===== config.mk =====
export PLATFORM = sky130hd
export DESIGN_NAME = amis_top
export DESIGN_NICKNAME = d
export VERILOG_FILES = /design/src/verilog/amis_pkg.sv /design/src/verilog/amis_top.sv /design/src/verilog/amis_chan_map.sv
export VERILOG_INCLUDE_DIRS = /design/src /design/src/verilog
export SDC_FILE = /design/constraint.sdc
export NUM_CORES = 1
export LEC_CHECK = 0
export ABC_AREA = 1
export BUFFER_PORTS_ARGS = -buffer_cell sky130_fd_sc_hd__buf_2
export CORE_MARGIN = 2
export CORE_UTILIZATION = 54
export CTS_BUF_LIST = sky130_fd_sc_hd__clkbuf_8
export CTS_CLUSTER_DIAMETER = 50
export CTS_CLUSTER_SIZE = 12
export DETAILED_ROUTE_END_ITERATION = 10
export PLACE_DENSITY = 0.85
export SYNTH_ARGS = -nofsm -noshare
export SYNTH_HDL_FRONTEND = slang
export SYNTH_SLANG_ARGS = --single-unit

===== constraint.sdc =====
create_clock -name mclk -period 3 [get_ports mclk]
set_input_delay 0.15 -clock mclk [delete_from_list [all_inputs] [get_ports mclk]]
set_output_delay 0.15 -clock mclk [all_outputs]
set_load 0.005 [all_outputs]

===== src/verilog/amis_defs.svh =====
// register indices, field positions and divider counts for the mode block
`ifndef AMIS_DEFS_SVH
`define AMIS_DEFS_SVH
// register indices; the byte address is four times the index
`define AMIS_IDX_RES0 8'h98
`define AMIS_IDX_RES1 8'h9A
`define AMIS_IDX_MODE 8'h9C
`define AMIS_IDX_INSEL 8'h9D
`define AMIS_IDX_RUN 8'h9E
`define AMIS_ADDR(idx) (12'(idx) << 2)
// reset value of every control register
`define AMIS_RESET_BYTE 8'h00
// mode register fields
`define AMIS_CKS_MSB 2
`define AMIS_CKS_LSB 0
`define AMIS_MD_MSB 4
`define AMIS_MD_LSB 3
`define AMIS_TRIG_MSB 7
`define AMIS_TRIG_LSB 6
// input select fields
`define AMIS_GRP_MSB 7
`define AMIS_GRP_LSB 6
`define AMIS_PICK_BIT 0
// run register field
`define AMIS_RUN_BIT 0
// result width
`define AMIS_RES_W 10
// last count of the conversion clock divider per select code
`define AMIS_DIV_LAST_C0 3'h7
`define AMIS_DIV_LAST_C1 3'h3
`define AMIS_DIV_LAST_C2 3'h1
`define AMIS_DIV_LAST_F1 3'h0
`define AMIS_DIV_LAST_C4 3'h7
`define AMIS_CKS_MAX 3'h4
// first and second input of groups 3..0, packed three bits each
`define AMIS_GRP_FIRST {3'h5, 3'h4, 3'h2, 3'h0}
`define AMIS_GRP_SECOND {3'h6, 3'h7, 3'h3, 3'h1}
// ahb-lite word transfer size
`define AMIS_HSIZE_WORD 3'h2
`endif


===== src/verilog/amis_pkg.sv =====
// types of the converter mode and input select block
package amis_pkg;
  typedef enum logic [1:0] {
    op_one_shot = 2'b00,
    op_repeat = 2'b01,
    op_single_sweep = 2'b10,
    op_repeat_sweep = 2'b11
  } amis_opmode_t;
  typedef enum logic [1:0] {
    trig_none = 2'b00,
    trig_forbidden = 2'b01,
    trig_timer = 2'b10,
    trig_ext = 2'b11
  } amis_trig_t;
  typedef enum logic [2:0] {
    cks_code0 = 3'b000,
    cks_code1 = 3'b001,
    cks_code2 = 3'b010,
    cks_undivided = 3'b011,
    cks_code4 = 3'b100
  } amis_cks_t;
endpackage


===== src/verilog/amis_top.sv =====
// converter mode, input select, start bit and results behind ahb-lite
// Notes on behaviour
// - mode bits 4..3 pick one-shot, repeat, single sweep or repeat sweep.
// - clock bits 2..0 pick the conversion clock, 011 is undivided.
// - trigger bits 7..6 disable (00), use the timer (10) or pin (11).
// - group bits 7..6 choose inputs 0/1, 2/3, 4/7 or 5/6.
// - single modes convert the picked input, sweep modes convert both.
// - first input result goes to result 0, second to result 1, 10 bits.
// - the run bit self-clears after a one-shot or single sweep round, set by any start.
//
// Local design decision: the AHB-Lite slave port.
`include "amis_defs.svh"
module amis_top (
  // clock and reset
  input wire logic mclk,
  input wire logic rst,
  // ahb-lite slave
  input wire logic hsel,
  input wire logic [31:0] haddr,
  input wire logic [1:0] htrans,
  input wire logic hwrite,
  input wire logic [2:0] hsize,
  input wire logic [31:0] hwdata,
  input wire logic hready,
  output logic [31:0] hrdata,
  output logic hreadyout,
  output logic hresp,
  // conversion engine
  input wire logic res_valid,
  input wire logic res_second,
  input wire logic [`AMIS_RES_W-1:0] res_data,
  input wire logic round_done,
  // start sources
  input wire logic timer_trig,
  input wire logic external_trigger_pin_n,
  // configuration towards the engine
  output logic conv_clk_en,
  output amis_pkg::amis_opmode_t op_mode,
  output amis_pkg::amis_trig_t trig_sel,
  output logic [2:0] first_input,
  output logic [2:0] second_input,
  output logic [2:0] active_input,
  output logic sweep_en,
  output logic conversion_run_bit
);
  import amis_pkg::*;
  logic [7:0] mode_r;
  logic [7:0] insel_r;
  logic run_r;
  logic wr_pend_r;
  logic rd_pend_r;
  logic [11:0] addr_r;
  logic ext_prev_r;
  logic [2:0] div_cnt_r;
  logic [`AMIS_RES_W-1:0] res_r [2];
  logic [31:0] rd_word;
  logic run_nxt;
  logic [2:0] map_first;
  logic [2:0] map_second;
  logic [2:0] map_active;
  logic map_sweep;

  // address phase capture and decode
  wire logic take = hsel && htrans[1] && hready;
  wire logic sel_mode = addr_r == `AMIS_ADDR(`AMIS_IDX_MODE);
  wire logic sel_insel = addr_r == `AMIS_ADDR(`AMIS_IDX_INSEL);
  wire logic sel_run = addr_r == `AMIS_ADDR(`AMIS_IDX_RUN);
  wire logic sel_res0 = addr_r == `AMIS_ADDR(`AMIS_IDX_RES0);
  wire logic sel_res1 = addr_r == `AMIS_ADDR(`AMIS_IDX_RES1);
  wire logic wr_mode = wr_pend_r && sel_mode;
  wire logic wr_insel = wr_pend_r && sel_insel;
  wire logic wr_run = wr_pend_r && sel_run;

  always_ff @(posedge mclk)
  begin
    if (rst)
    begin
      wr_pend_r <= 1'b0;
      rd_pend_r <= 1'b0;
      addr_r <= 12'h000;
    end
    else
    begin
      wr_pend_r <= take && hwrite && (hsize == `AMIS_HSIZE_WORD);
      rd_pend_r <= take && !hwrite;
      if (take)
        addr_r <= haddr[11:0];
    end
  end

  // read mux; unmapped addresses read zero
  assign rd_word = sel_mode ? {24'h000000, mode_r}
    : sel_insel ? {24'h000000, insel_r}
    : sel_run ? {31'h00000000, run_r}
    : sel_res0 ? {22'h000000, res_r[0]}
    : sel_res1 ? {22'h000000, res_r[1]}
    : 32'h00000000;

  // reads take one wait state so a write just before is seen
  always_ff @(posedge mclk)
  begin
    if (rst)
    begin
      hrdata <= 32'h00000000;
      hreadyout <= 1'b1;
      hresp <= 1'b0;
    end
    else
    begin
      hrdata <= rd_pend_r ? rd_word : 32'h00000000;
      hreadyout <= !(take && !hwrite);
      hresp <= 1'b0;
    end
  end

  // configuration registers, reserved bits stored as written
  always_ff @(posedge mclk)
  begin
    if (rst)
    begin
      mode_r <= `AMIS_RESET_BYTE;
      insel_r <= `AMIS_RESET_BYTE;
    end
    else
    begin
      if (wr_mode)
        mode_r <= hwdata[7:0];
      if (wr_insel)
        insel_r <= hwdata[7:0];
    end
  end

  // start sources and self-clearing run bit, a set beats a clear
  wire logic [1:0] trig_code = mode_r[`AMIS_TRIG_MSB:`AMIS_TRIG_LSB];
  wire logic [1:0] md_code = mode_r[`AMIS_MD_MSB:`AMIS_MD_LSB];
  wire logic ext_fall = ext_prev_r && !external_trigger_pin_n;
  wire logic hw_start = ((trig_code == trig_timer) && timer_trig)
    || ((trig_code == trig_ext) && ext_fall);
  wire logic sw_set = wr_run && hwdata[`AMIS_RUN_BIT];
  wire logic sw_clr = wr_run && !hwdata[`AMIS_RUN_BIT];
  wire logic single_round = (md_code == op_one_shot)
    || (md_code == op_single_sweep);
  wire logic auto_clr = round_done && single_round;
  assign run_nxt = (sw_set || hw_start) ? 1'b1
    : (sw_clr || auto_clr) ? 1'b0 : run_r;

  always_ff @(posedge mclk)
  begin
    if (rst)
    begin
      run_r <= 1'b0;
      ext_prev_r <= 1'b1;
    end
    else
    begin
      run_r <= run_nxt;
      ext_prev_r <= external_trigger_pin_n;
    end
  end

  // result storage, one register per input of the group
  genvar gi;
  generate
    for (gi = 0; gi < 2; gi++)
    begin : g_res
      always_ff @(posedge mclk)
      begin
        if (rst)
          res_r[gi] <= `AMIS_RES_W'(0);
        else if (res_valid && (res_second == 1'(gi)))
          res_r[gi] <= res_data;
      end
    end
  endgenerate

  // conversion clock divider; forbidden codes give no enable
  wire logic [2:0] cks_code = mode_r[`AMIS_CKS_MSB:`AMIS_CKS_LSB];
  wire logic cks_legal = cks_code <= `AMIS_CKS_MAX;
  wire logic [2:0] div_last = (cks_code == cks_code0) ? `AMIS_DIV_LAST_C0
    : (cks_code == cks_code1) ? `AMIS_DIV_LAST_C1
    : (cks_code == cks_code2) ? `AMIS_DIV_LAST_C2
    : (cks_code == cks_undivided) ? `AMIS_DIV_LAST_F1
    : `AMIS_DIV_LAST_C4;
  wire logic div_hit = div_cnt_r >= div_last;

  always_ff @(posedge mclk)
  begin
    if (rst)
    begin
      div_cnt_r <= 3'h0;
      conv_clk_en <= 1'b0;
    end
    else
    begin
      div_cnt_r <= (!cks_legal || div_hit) ? 3'h0 : div_cnt_r + 3'h1;
      conv_clk_en <= cks_legal && div_hit;
    end
  end

  // channel mapping
  amis_chan_map u_map (
    .group_sel(insel_r[`AMIS_GRP_MSB:`AMIS_GRP_LSB]),
    .channel_pick(insel_r[`AMIS_PICK_BIT]),
    .op_mode(amis_opmode_t'(md_code)),
    .first_input(map_first),
    .second_input(map_second),
    .active_input(map_active),
    .sweep_en(map_sweep)
  );

  // registered configuration outputs
  always_ff @(posedge mclk)
  begin
    if (rst)
    begin
      op_mode <= op_one_shot;
      trig_sel <= trig_none;
      first_input <= 3'h0;
      second_input <= 3'h0;
      active_input <= 3'h0;
      sweep_en <= 1'b0;
    end
    else
    begin
      op_mode <= amis_opmode_t'(md_code);
      trig_sel <= amis_trig_t'(trig_code);
      first_input <= map_first;
      second_input <= map_second;
      active_input <= map_active;
      sweep_en <= map_sweep;
    end
  end
  assign conversion_run_bit = run_r;
endmodule


===== src/verilog/amis_chan_map.sv =====
// maps group, channel pick and mode onto analog input numbers
`include "amis_defs.svh"
module amis_chan_map (
  // configuration
  input wire logic [1:0] group_sel,
  input wire logic channel_pick,
  input wire amis_pkg::amis_opmode_t op_mode,
  // selected inputs
  output logic [2:0] first_input,
  output logic [2:0] second_input,
  output logic [2:0] active_input,
  output logic sweep_en
);
  import amis_pkg::*;
  localparam logic [11:0] first_tbl = `AMIS_GRP_FIRST;
  localparam logic [11:0] second_tbl = `AMIS_GRP_SECOND;
  wire logic [3:0] base = {group_sel, 2'b00} - {2'b00, group_sel};

  // table lookup per group, pick used only in single-channel modes
  assign first_input = first_tbl[base +: 3];
  assign second_input = second_tbl[base +: 3];
  assign sweep_en = (op_mode == op_single_sweep)
    || (op_mode == op_repeat_sweep);
  assign active_input = (!sweep_en && channel_pick)
    ? second_input : first_input;
endmodule


* Yosys cells after proc, flatten, opt, wreduce, memory -nomap -nowiden *
Memory sizes are Yosys's and may differ from the RTL's.
Index checks and enable logic that the tools add are counted.

operators by class
  eq/ne operators = 13
  reduce and logical (&&, ||, !) cells = 37
  multipliers = 0
  add/subtract/negate cells = 2
  div/mod/pow operators = 0
  muxes and demuxes = 22
  shifts and indexed selects = 2
  bitwise logic cells = 4
  $lt $le $gt $ge = 2

operator list
  operator                 number
  $eq 12x10->1 const B     5
  $mux 10                  4
  $mux 8                   3
  $shiftx 12x5->3 const A  2
  $logic_and 1x1->1        18
  $mux 3                   5
  $mux 1                   10
  $eq 3x2->1 const B       3
  $eq 2x2->1 const B       4
  $logic_not 1->1          6
  $logic_or 1x1->1         6
  $reduce_or 6->1          1
  $reduce_or 5->1          1
  $reduce_or 2->1          2
  $sub 4x2->4              1
  $add 3x1->3 const B      1
  $eq 3x1->1 const B       1
  $ge 3x3->1               1
  $le 3x3->1 const B       1
  $logic_not 3->1          1
  $logic_not 2->1          1
  $not 1->1                2
  $or 1x1->1               2
  $reduce_bool 2->1        1

storage, ports and cells
  bits in writable memories = 20
  bits in read-only memories = 0
  input bits = 89
  latch bits = 0
  register bits after elaboration = 83
  memories kept = 1

memories
  memory  words  bits a word  rd ports  clocked after memory_dff  wr ports  line            RTL
  res_r   2      10           2         0                         2         amis_top.sv:55  logic [`AMIS_RES_W-1:0] res_r [2];

* Depth between registers and ports, before layout *
Gate-level depths: netlist of run 1.

  depth after elaboration = 8
  depth in mapped cells = 11
  mapped depth without buffers = 11

* By module *
From an unflattened synthesis of run 1, not the netlist that was laid out.

second synthesis, totals
  cell total of the unflattened synthesis = 412
  area total of the unflattened synthesis = 3469.6 µm²

modules (own cells, without submodules)
  module         area an instance (µm²)  instances  cells an instance
  amis_top       3389.5                  1          394
  amis_chan_map  80.1                    1          18

* Worst setup path before layout of run 1 *
OpenSTA, ideal clock, no wires.

  path kind = input to register
  start point = input port rst
  end point = memory res_r[0][0] in the netlist's numbering (enable)
  stages on the path = 4
  setup slack = 1643 ps
  arrival time = 971 ps
  cells stage by stage = inv_1 > buf_2 > clkbuf_1 > o21ai_0

RTL lines
  element             line            RTL
  start: declaration  amis_top.sv:16  input wire logic rst,
  end: declaration    amis_top.sv:55

* Final worst setup path of run 1 *
  start point = register addr_r[7]
  end point = register hrdata[7]

between the ends
  word-level cells in the longest chain between the ends = 6
  elaborated cells on any way between the ends = 10
  classes of those cells = eq/ne (5); mux (5)

ends and longest elaborated chain
  element                        line             RTL
  start: declaration             amis_top.sv:52   logic [11:0] addr_r;
  start signal: assignment       amis_top.sv:87   addr_r <= haddr[11:0];
  $eq 12x10->1 (no source line)  n/a
  $mux 10                        amis_top.sv:96   : sel_res1 ? {22'h000000, res_r[1]}
  $mux 10                        amis_top.sv:95   : sel_res0 ? {22'h000000, res_r[0]}
  $mux 8                         amis_top.sv:94   : sel_run ? {31'h00000000, run_r}
  $mux 8                         amis_top.sv:93   : sel_insel ? {24'h000000, insel_r}
  $mux 8 (*)                     amis_top.sv:92   assign rd_word = sel_mode ? {24'h000000, mode_r}
  end signal: assignment         amis_top.sv:110  hrdata <= rd_pend_r ? rd_word : 32'h00000000;
  end: declaration               amis_top.sv:25   output logic [31:0] hrdata,

Every way passes the cells marked *; elsewhere a longest branch is shown, timed or not.
A chain may end at the register's enable or synchronous reset.

==> results of run 1 <==
## layout make-up
cell class	instances	area (µm²)
fillers	486	2079
flip-flops and latches	79	1782
multi-input cells	260	1241
repair buffers	75	392.9
inverters	49	186.4
clock buffers	10	137.6
well taps	75	93.84
clock inverters	6	77.57
## path summary, 6_finish.rpt
kind         cells after the start    endpoint                    from  slack, ns
max                              8   hrdata[7]               addr_r[7]       1.07
min                              3  ext_prev_r  external_trigger_pin_n       0.02
max reg2reg                      8   hrdata[7]               addr_r[7]       1.07
min reg2reg                      2   mode_r[5]               mode_r[5]       0.45
## power groups by stage
stage                     Sequential, W  Clock [W]  Combinational [W]
after global routing            0.00115   0.000906           0.000150
after global placement          0.00116          0           0.000122
after floorplan                 0.00116          0          0.0000998
after CTS                       0.00114   0.000855           0.000130
after detailed placement        0.00117          0           0.000127
final                           0.00114   0.000846           0.000130
## stage by stage
stage	total power, W	instance area (µm²)	util (%)
floorplan	0.001264	3471	-
global placement	0.001286	3676	61.36
detailed placement	0.001295	3676	61.36
CTS	0.002129	3911	65.29
global route	0.002204	3911	65.29
finish	0.002119	3911	65.29
## cell usage after synthesis (all sizes together)
cell type and number:
dfxtp 59, a21oi 29, inv 49, nand4 2, nand2 55, xnor2 1, nand3b 1, nor3 1
nor4b 1, clkbuf 6, o211a 1, edfxtp 20, ha 4, nor2 74, and2 1, buf 31
a21boi 1, nand2b 1, conb 1, o21ai 42, nand3 22, o22ai 1
## flip-flops by register name, summed over array words and instances (netlist names)
signal / count
addr_r: 12
insel_r: 8
div_cnt_r: 3
second_input: 2
active_input: 2
res_r: 20
trig_sel: 2
op_mode: 2
sweep_en: 1
mode_r: 8
wr_pend_r: 1
hrdata: 10
conv_clk_en: 1
rd_pend_r: 1
hreadyout: 1
conversion_run_bit: 1
first_input: 3
ext_prev_r: 1
## logic make-up (layout without fill, tap and decap cells)
kind of cell | count (synthesis) | after routing
AO/OA/AOI/OAI | 74 | 74
XOR/XNOR | 1 | 1
buffers and inverters | 86 | 140
flip-flops | 79 | 79
adder cells (fa/ha/maj) | 4 | 4
AND/OR/NAND/NOR | 158 | 158
other | 1 | 23
## worst register-to-register path, stage by stage, from the launching register on
cell,delay (ns)
dfxtp_1,0.31
inv_1,0.06
nand2_1,0.10
nor2_1,0.60
and2_1,0.45
nand2_1,0.10
nand2_1,0.11
nor2_1,0.05
nor2_1,0.10
## routing by layer
metal | wire length [µm] | vias to the layer above | global-route usage [%]
met5 | 0 | - | 0
met1 | 2850 | 1263 | 24.62
met3 | 464 | 14 | 4.573
li1 | - | 1378 | -
met2 | 3488 | 102 | 37.46
met4 | 147 | 0 | 9.389
==> impl_metrics.toml, run 1 <==
[clock_tree]
htreeDepth = 3
clk_latency_ns = 0.35
cts_tree = "built"
clkSinkCount = 79
clk_path_buf_depth = 2
cts_resized = 0
root_buffer = "clkbuf_8"
clk_pin_slew_worst_paths_ns = 0.07
cts_hold_buf = 2
cts-buffers-inserted = 9
postCtsSetupRepairBufs = 0

[global_routing]
grt_max_degree = 27
grt_pass1_wl_mm = 11.84
grt_overflow = 0
grt_usage_pct = 21.22
antenna_found_initial = 0
grt_pass1_vias = 2712

[synth]
netlist_instances = 403
synthSimpleGateAreaFrac_pct = 21.16
synth_compound_area_share_pct = 11.19
syn_area_um2 = 3388
synthXorXnorAreaFrac_pct = 0.2585
synth_top_family_by_area = "simple AND/OR/NAND/NOR gates"
seq_area_frac_synth_pct = 52.58
ys_types = 32
synth.avg_cell_area_um2 = 8.408
ys_ff_latch = 79
ys_top_cells_by_area = "dfxtp_1 (35%), edfxtp_1 (18%), nor2_1 (7.5%), o21ai_0 (6.2%), buf_4 (5.8%)"
synth_warnings = 0
yosysTopAreaCellShare_pct = 34.86
synthAdderAreaFrac_pct = 1.477
synthMuxAreaShare_pct = 0
synth_top_area_cell = "dfxtp_1"

[power]
p_clk_share_pct = 39.9
p_leak_nw = 1.888
ir_drop_mv = 0.3205
power_density_nw_per_um2 = 541.9
internal_power_w = 0.001660
swShare_pct = 21.70
power_switching_w = 0.0004598
combPwrFrac_pct = 6.1
p_seq_share_pct = 54.0

[sta]
whs_ns = 0.01984
slew_headroom_pct = 49.60
rsz0062_at_grt = "false"
fin_crit_sh_pct = 64.36
max_freq_ghz = 0.5179
worst_pin_slew_ns = 0.7540
timing_hold_violations_final = 0
setup_viol = 0
fin_ws_ns = 1.069
fin_skew_ns = 0.009081
layout_min_cycle_time_ns = 1.931
tns_ns = 0
finalMaxSlewViolations = 0

[critical_path]
worst-endpoint-required_ns = 3.28
startpoint_type = "register"
path_cells = "inv_1 > nand2_1 > nor2_1 > and2_1 > nand2_1 > nand2_1 > nor2_1 > nor2_1"
cp_data_arrival_time_ns = 2.21
endpoint_kind = "register"
crit_family = "simple AND/OR/NAND/NOR gates"
critPathSlowestCell = "nor2_1"
path_class = "reg -> reg"
path_max_fanout = 12
crit_buf_inv = 1
max_stage_delay_ns = 0.60

[cells_and_area]
drive_gt1_share_pct = 21.71
layout_common_cells = "buf_2 (70), nor2_1 (68), dfxtp_1 (59)"
instances_no_fill = 554
diodes = 0
syn_to_final_growth_pct = 15.44
final_common_cell = "buf_2"
layout.nets = 567

[route]
vias = 2757
routed_wl_mm = 6.951
drt_iter0_drc = 232
routedWlPerCell_um = 12.55
ant_nets = 0
post-route-drc-count = 0
drt-vias-per-instance = 4.977
firstDrtPassIters = 4

[floorplanning]
start_util_pct = 56.56
die_area_um2 = 6924
design.core.area_um2 = 5991
ios = 139
num_rows = 28
die_height_um = 83.21
die_w_um = 83.21

[place]
gp_congestion = 0.8563
io_buffers = 70
pre_cts_ws_ns = 1.072
place_hpwl_mm = 5.115
dp_cells = 536

[worst_hold_path]
hp-class = "in -> reg"

[run]
cap_violations = 0

[outcome]
status = "complete, no violations"
Note: power is estimated with default switching activity, not from simulation.
==> inputs of run 2 (changes only) <==
--- a/config.mk
+++ b/config.mk
@@ -6,15 +6,15 @@
 export SDC_FILE = /design/constraint.sdc
 export NUM_CORES = 1
 export LEC_CHECK = 0
-export ABC_AREA = 1
+export ABC_AREA = 0
 export BUFFER_PORTS_ARGS = -buffer_cell sky130_fd_sc_hd__buf_2
 export CORE_MARGIN = 2
-export CORE_UTILIZATION = 54
+export CORE_UTILIZATION = 45
 export CTS_BUF_LIST = sky130_fd_sc_hd__clkbuf_8
 export CTS_CLUSTER_DIAMETER = 50
 export CTS_CLUSTER_SIZE = 12
 export DETAILED_ROUTE_END_ITERATION = 10
-export PLACE_DENSITY = 0.85
+export PLACE_DENSITY = 0.76
 export SYNTH_ARGS = -nofsm -noshare
 export SYNTH_HDL_FRONTEND = slang
 export SYNTH_SLANG_ARGS = --single-unit
==> constraint.sdc (replaced) <==
create_clock -name mclk -period 1.7 [get_ports mclk]
set_input_delay 0.085 -clock mclk [delete_from_list [all_inputs] [get_ports mclk]]
set_output_delay 0.085 -clock mclk [all_outputs]
set_load 0.005 [all_outputs]
==> impl_metrics.toml, run 2 <==
[cells_and_area]
multiInputGateArea_um2 = 1391
diodes = 0
final_common_cell = "buf_2"
syn_to_final_growth_pct = 25.51
seqCellArea_um2 = 1783
top_register = "res_r"
drive_gt1_share_pct = 25.85
instances_no_fill = 540
top_regs = "res_r: 20 flops, addr_r: 12 flops, hrdata: 10 flops"
fin_area_um2 = 4217
layout_common_cells = "buf_2 (70), dfxtp_1 (58), nor2_1 (35)"
layout.nets = 529
filler_cell_count = 635
largest_register_ffs = 20

[route]
drt_iter0_drc = 263
post-route-drc-count = 0
ant_nets = 0
firstDrtPassIters = 5
routed_wl_mm = 7.119
drt-vias-per-instance = 4.789
vias = 2586
routedWlPerCell_um = 13.18

[synth]
synthSimpleGateAreaFrac_pct = 20.22
syn_area_um2 = 3359
yosysMostFrequentCell = "dfxtp_1"
synth_top_area_cell = "dfxtp_1"
synth_top_family_by_area = "simple AND/OR/NAND/NOR gates"
ys_top_cells_by_area = "dfxtp_1 (35%), edfxtp_1 (18%), mux2i_1 (6.9%), buf_4 (5.8%), and2_1 (3.9%)"
synthXorXnorAreaFrac_pct = 0.5214
synthTopCellsByCount = "dfxtp_1 (59), nor2_1 (35), nand2_1 (30), buf_4 (26), mux2i_1 (23)"
synthMuxAreaShare_pct = 7.523
synth_edf_count = 20
netlist_instances = 331
ys_types = 42
synth_warnings = 0
synthAdderAreaFrac_pct = 1.490
synth_compound_area_share_pct = 8.790
synthArstFlopShare_pct = 0
seq_area_frac_synth_pct = 53.04
ys_ff_latch = 79
ys.flop_type = "dfxtp_1"
synth.avg_cell_area_um2 = 10.15
yosysTopAreaCellShare_pct = 35.16

[global_routing]
grt_pass1_vias = 2528
grt_pass1_wl_mm = 11.78
grt_use_met2_pct = 29.39
use_met3_pct = 4.925
grt_overflow = 0
grt_busiest_layer = "met2"
grt_max_degree = 44
grt_usage_pct = 18.11
globalRouteMet1Util_pct = 22.47
antenna_found_initial = 0

[clock_tree]
cts_tree = "built"
root_buffer = "clkbuf_8"
cts-buffers-inserted = 9
clk_path_buf_depth = 2
clk_pin_slew_worst_paths_ns = 0.07
clk_latency_ns = 0.35
clkSinkCount = 79
htreeDepth = 3

[sta]
fin_skew_ns = 0.006450
setup_viol = 8
timing_hold_violations_final = 0
fin_ws_ns = -0.03819
worst_pin_slew_ns = 0.5577
fin_crit_sh_pct = 102.2
whs_ns = 0.01900
finalMaxSlewViolations = 0
rsz0062_at_grt = "true"
max_freq_ghz = 0.5753
slew_headroom_pct = 62.68
tns_ns = -0.2463
layout_min_cycle_time_ns = 1.738

[power]
ir_drop_mv = 0.3814
p_leak_nw = 1.884
power_density_nw_per_um2 = 818.5

[place]
dp_cells = 502
place_hpwl_mm = 4.978
pre_cts_ws_ns = -0.08748
gp_congestion = 0.7765
io_buffers = 70
post_dp_cell_area_um2 = 3830

[critical_path]
path_cells = "or4b_4 > nor4_4 > buf_12 > mux2i_1 > nor2_1"
endpoint_kind = "register"
worst_r2r_path_depth = 5
path_depth = 5
reg2reg_slack_ns = -0.04
startpoint_type = "register"
cp_data_arrival_time_ns = 1.97
path_class = "reg -> reg"
crit_buf_inv = 1
worst-endpoint-required_ns = 1.93
critPathSlowestCell = "or4b_4"
max_stage_delay_ns = 0.57
path_max_fanout = 8
crit_family = "simple AND/OR/NAND/NOR gates"

[outcome]
status = "finished with violations"
violations = "negative setup slack"

[floorplanning]
start_util_pct = 46.32
die_height_um = 90.41
ios = 139
num_rows = 31
die_w_um = 90.41
die_area_um2 = 8173
design.core.area_um2 = 7253

[worst_hold_path]
hp-class = "in -> reg"
hold_depth = 2

[run]
cap_violations = 0
## run 2: per-stage QoR
step	utilization [%]	total power, W
floorplan	-	0.002234
global placement	52.80	0.002296
detailed placement	52.80	0.002307
CTS	58.10	0.003478
global route	58.13	0.003612
finish	58.13	0.003451
## run 2: worst reg2reg max path: stages (launching register included)
cell	delay [ns]
dfxtp_1	0.32
or4b_4	0.57
nor4_4	0.32
buf_12	0.18
mux2i_1	0.19
nor2_1	0.05
## run 2: layer usage
| metal | up-vias | part of all wire (%) |
|---|---|---|
| li1 | 1299 | - |
| met1 | 1173 | 43 |
| met2 | 101 | 48 |
| met3 | 13 | 6.6 |
| met4 | 0 | 2.3 |
| met5 | - | 0 |
## run 2: worst paths after layout
kind,from,endpoint
worst max-delay path,addr_r[8],insel_r[6]
worst min-delay path,res_data[4],res_r[1][4]
worst max register to register,addr_r[8],insel_r[6]
worst min register to register,div_cnt_r[0],div_cnt_r[0]
## run 2: layout make-up
| cell class | instances | area share (%) |
|---|---|---|
| Sequential cell | 79 | 42.28 |
| Multi-Input combinational cell | 226 | 33.00 |
| Timing Repair Buffer | 112 | 17.33 |
| Clock buffer | 9 | 2.938 |
| Tap cell | 99 | 2.938 |
| Clock inverter | 7 | 0.8012 |
| Inverter | 8 | 0.7122 |
## run 2: kinds of logic after synthesis
logic type,after synthesis
adder cells (fa/ha/maj),4
buffers and inverters,48
multiplexers,25
XOR/XNOR,2
AO/OA/AOI/OAI,42
flip-flops,79
other,1
AND/OR/NAND/NOR,130
## run 2: where the power goes
group | switching (W) | internal (W)
logic | 0.000150 | 0.000148
registers | 0.0000216 | 0.00199
clock network | 0.000640 | 0.000506
total | 0.000812 | 0.00264
## run 2: repair_timing
action,in CTS,in global routing
resized for setup,3,1
endpoints found under the setup margin,8,26
pin swaps,2,3
hold endpoints to repair,25,0
hold buffers,21,0
setup buffers,1,0
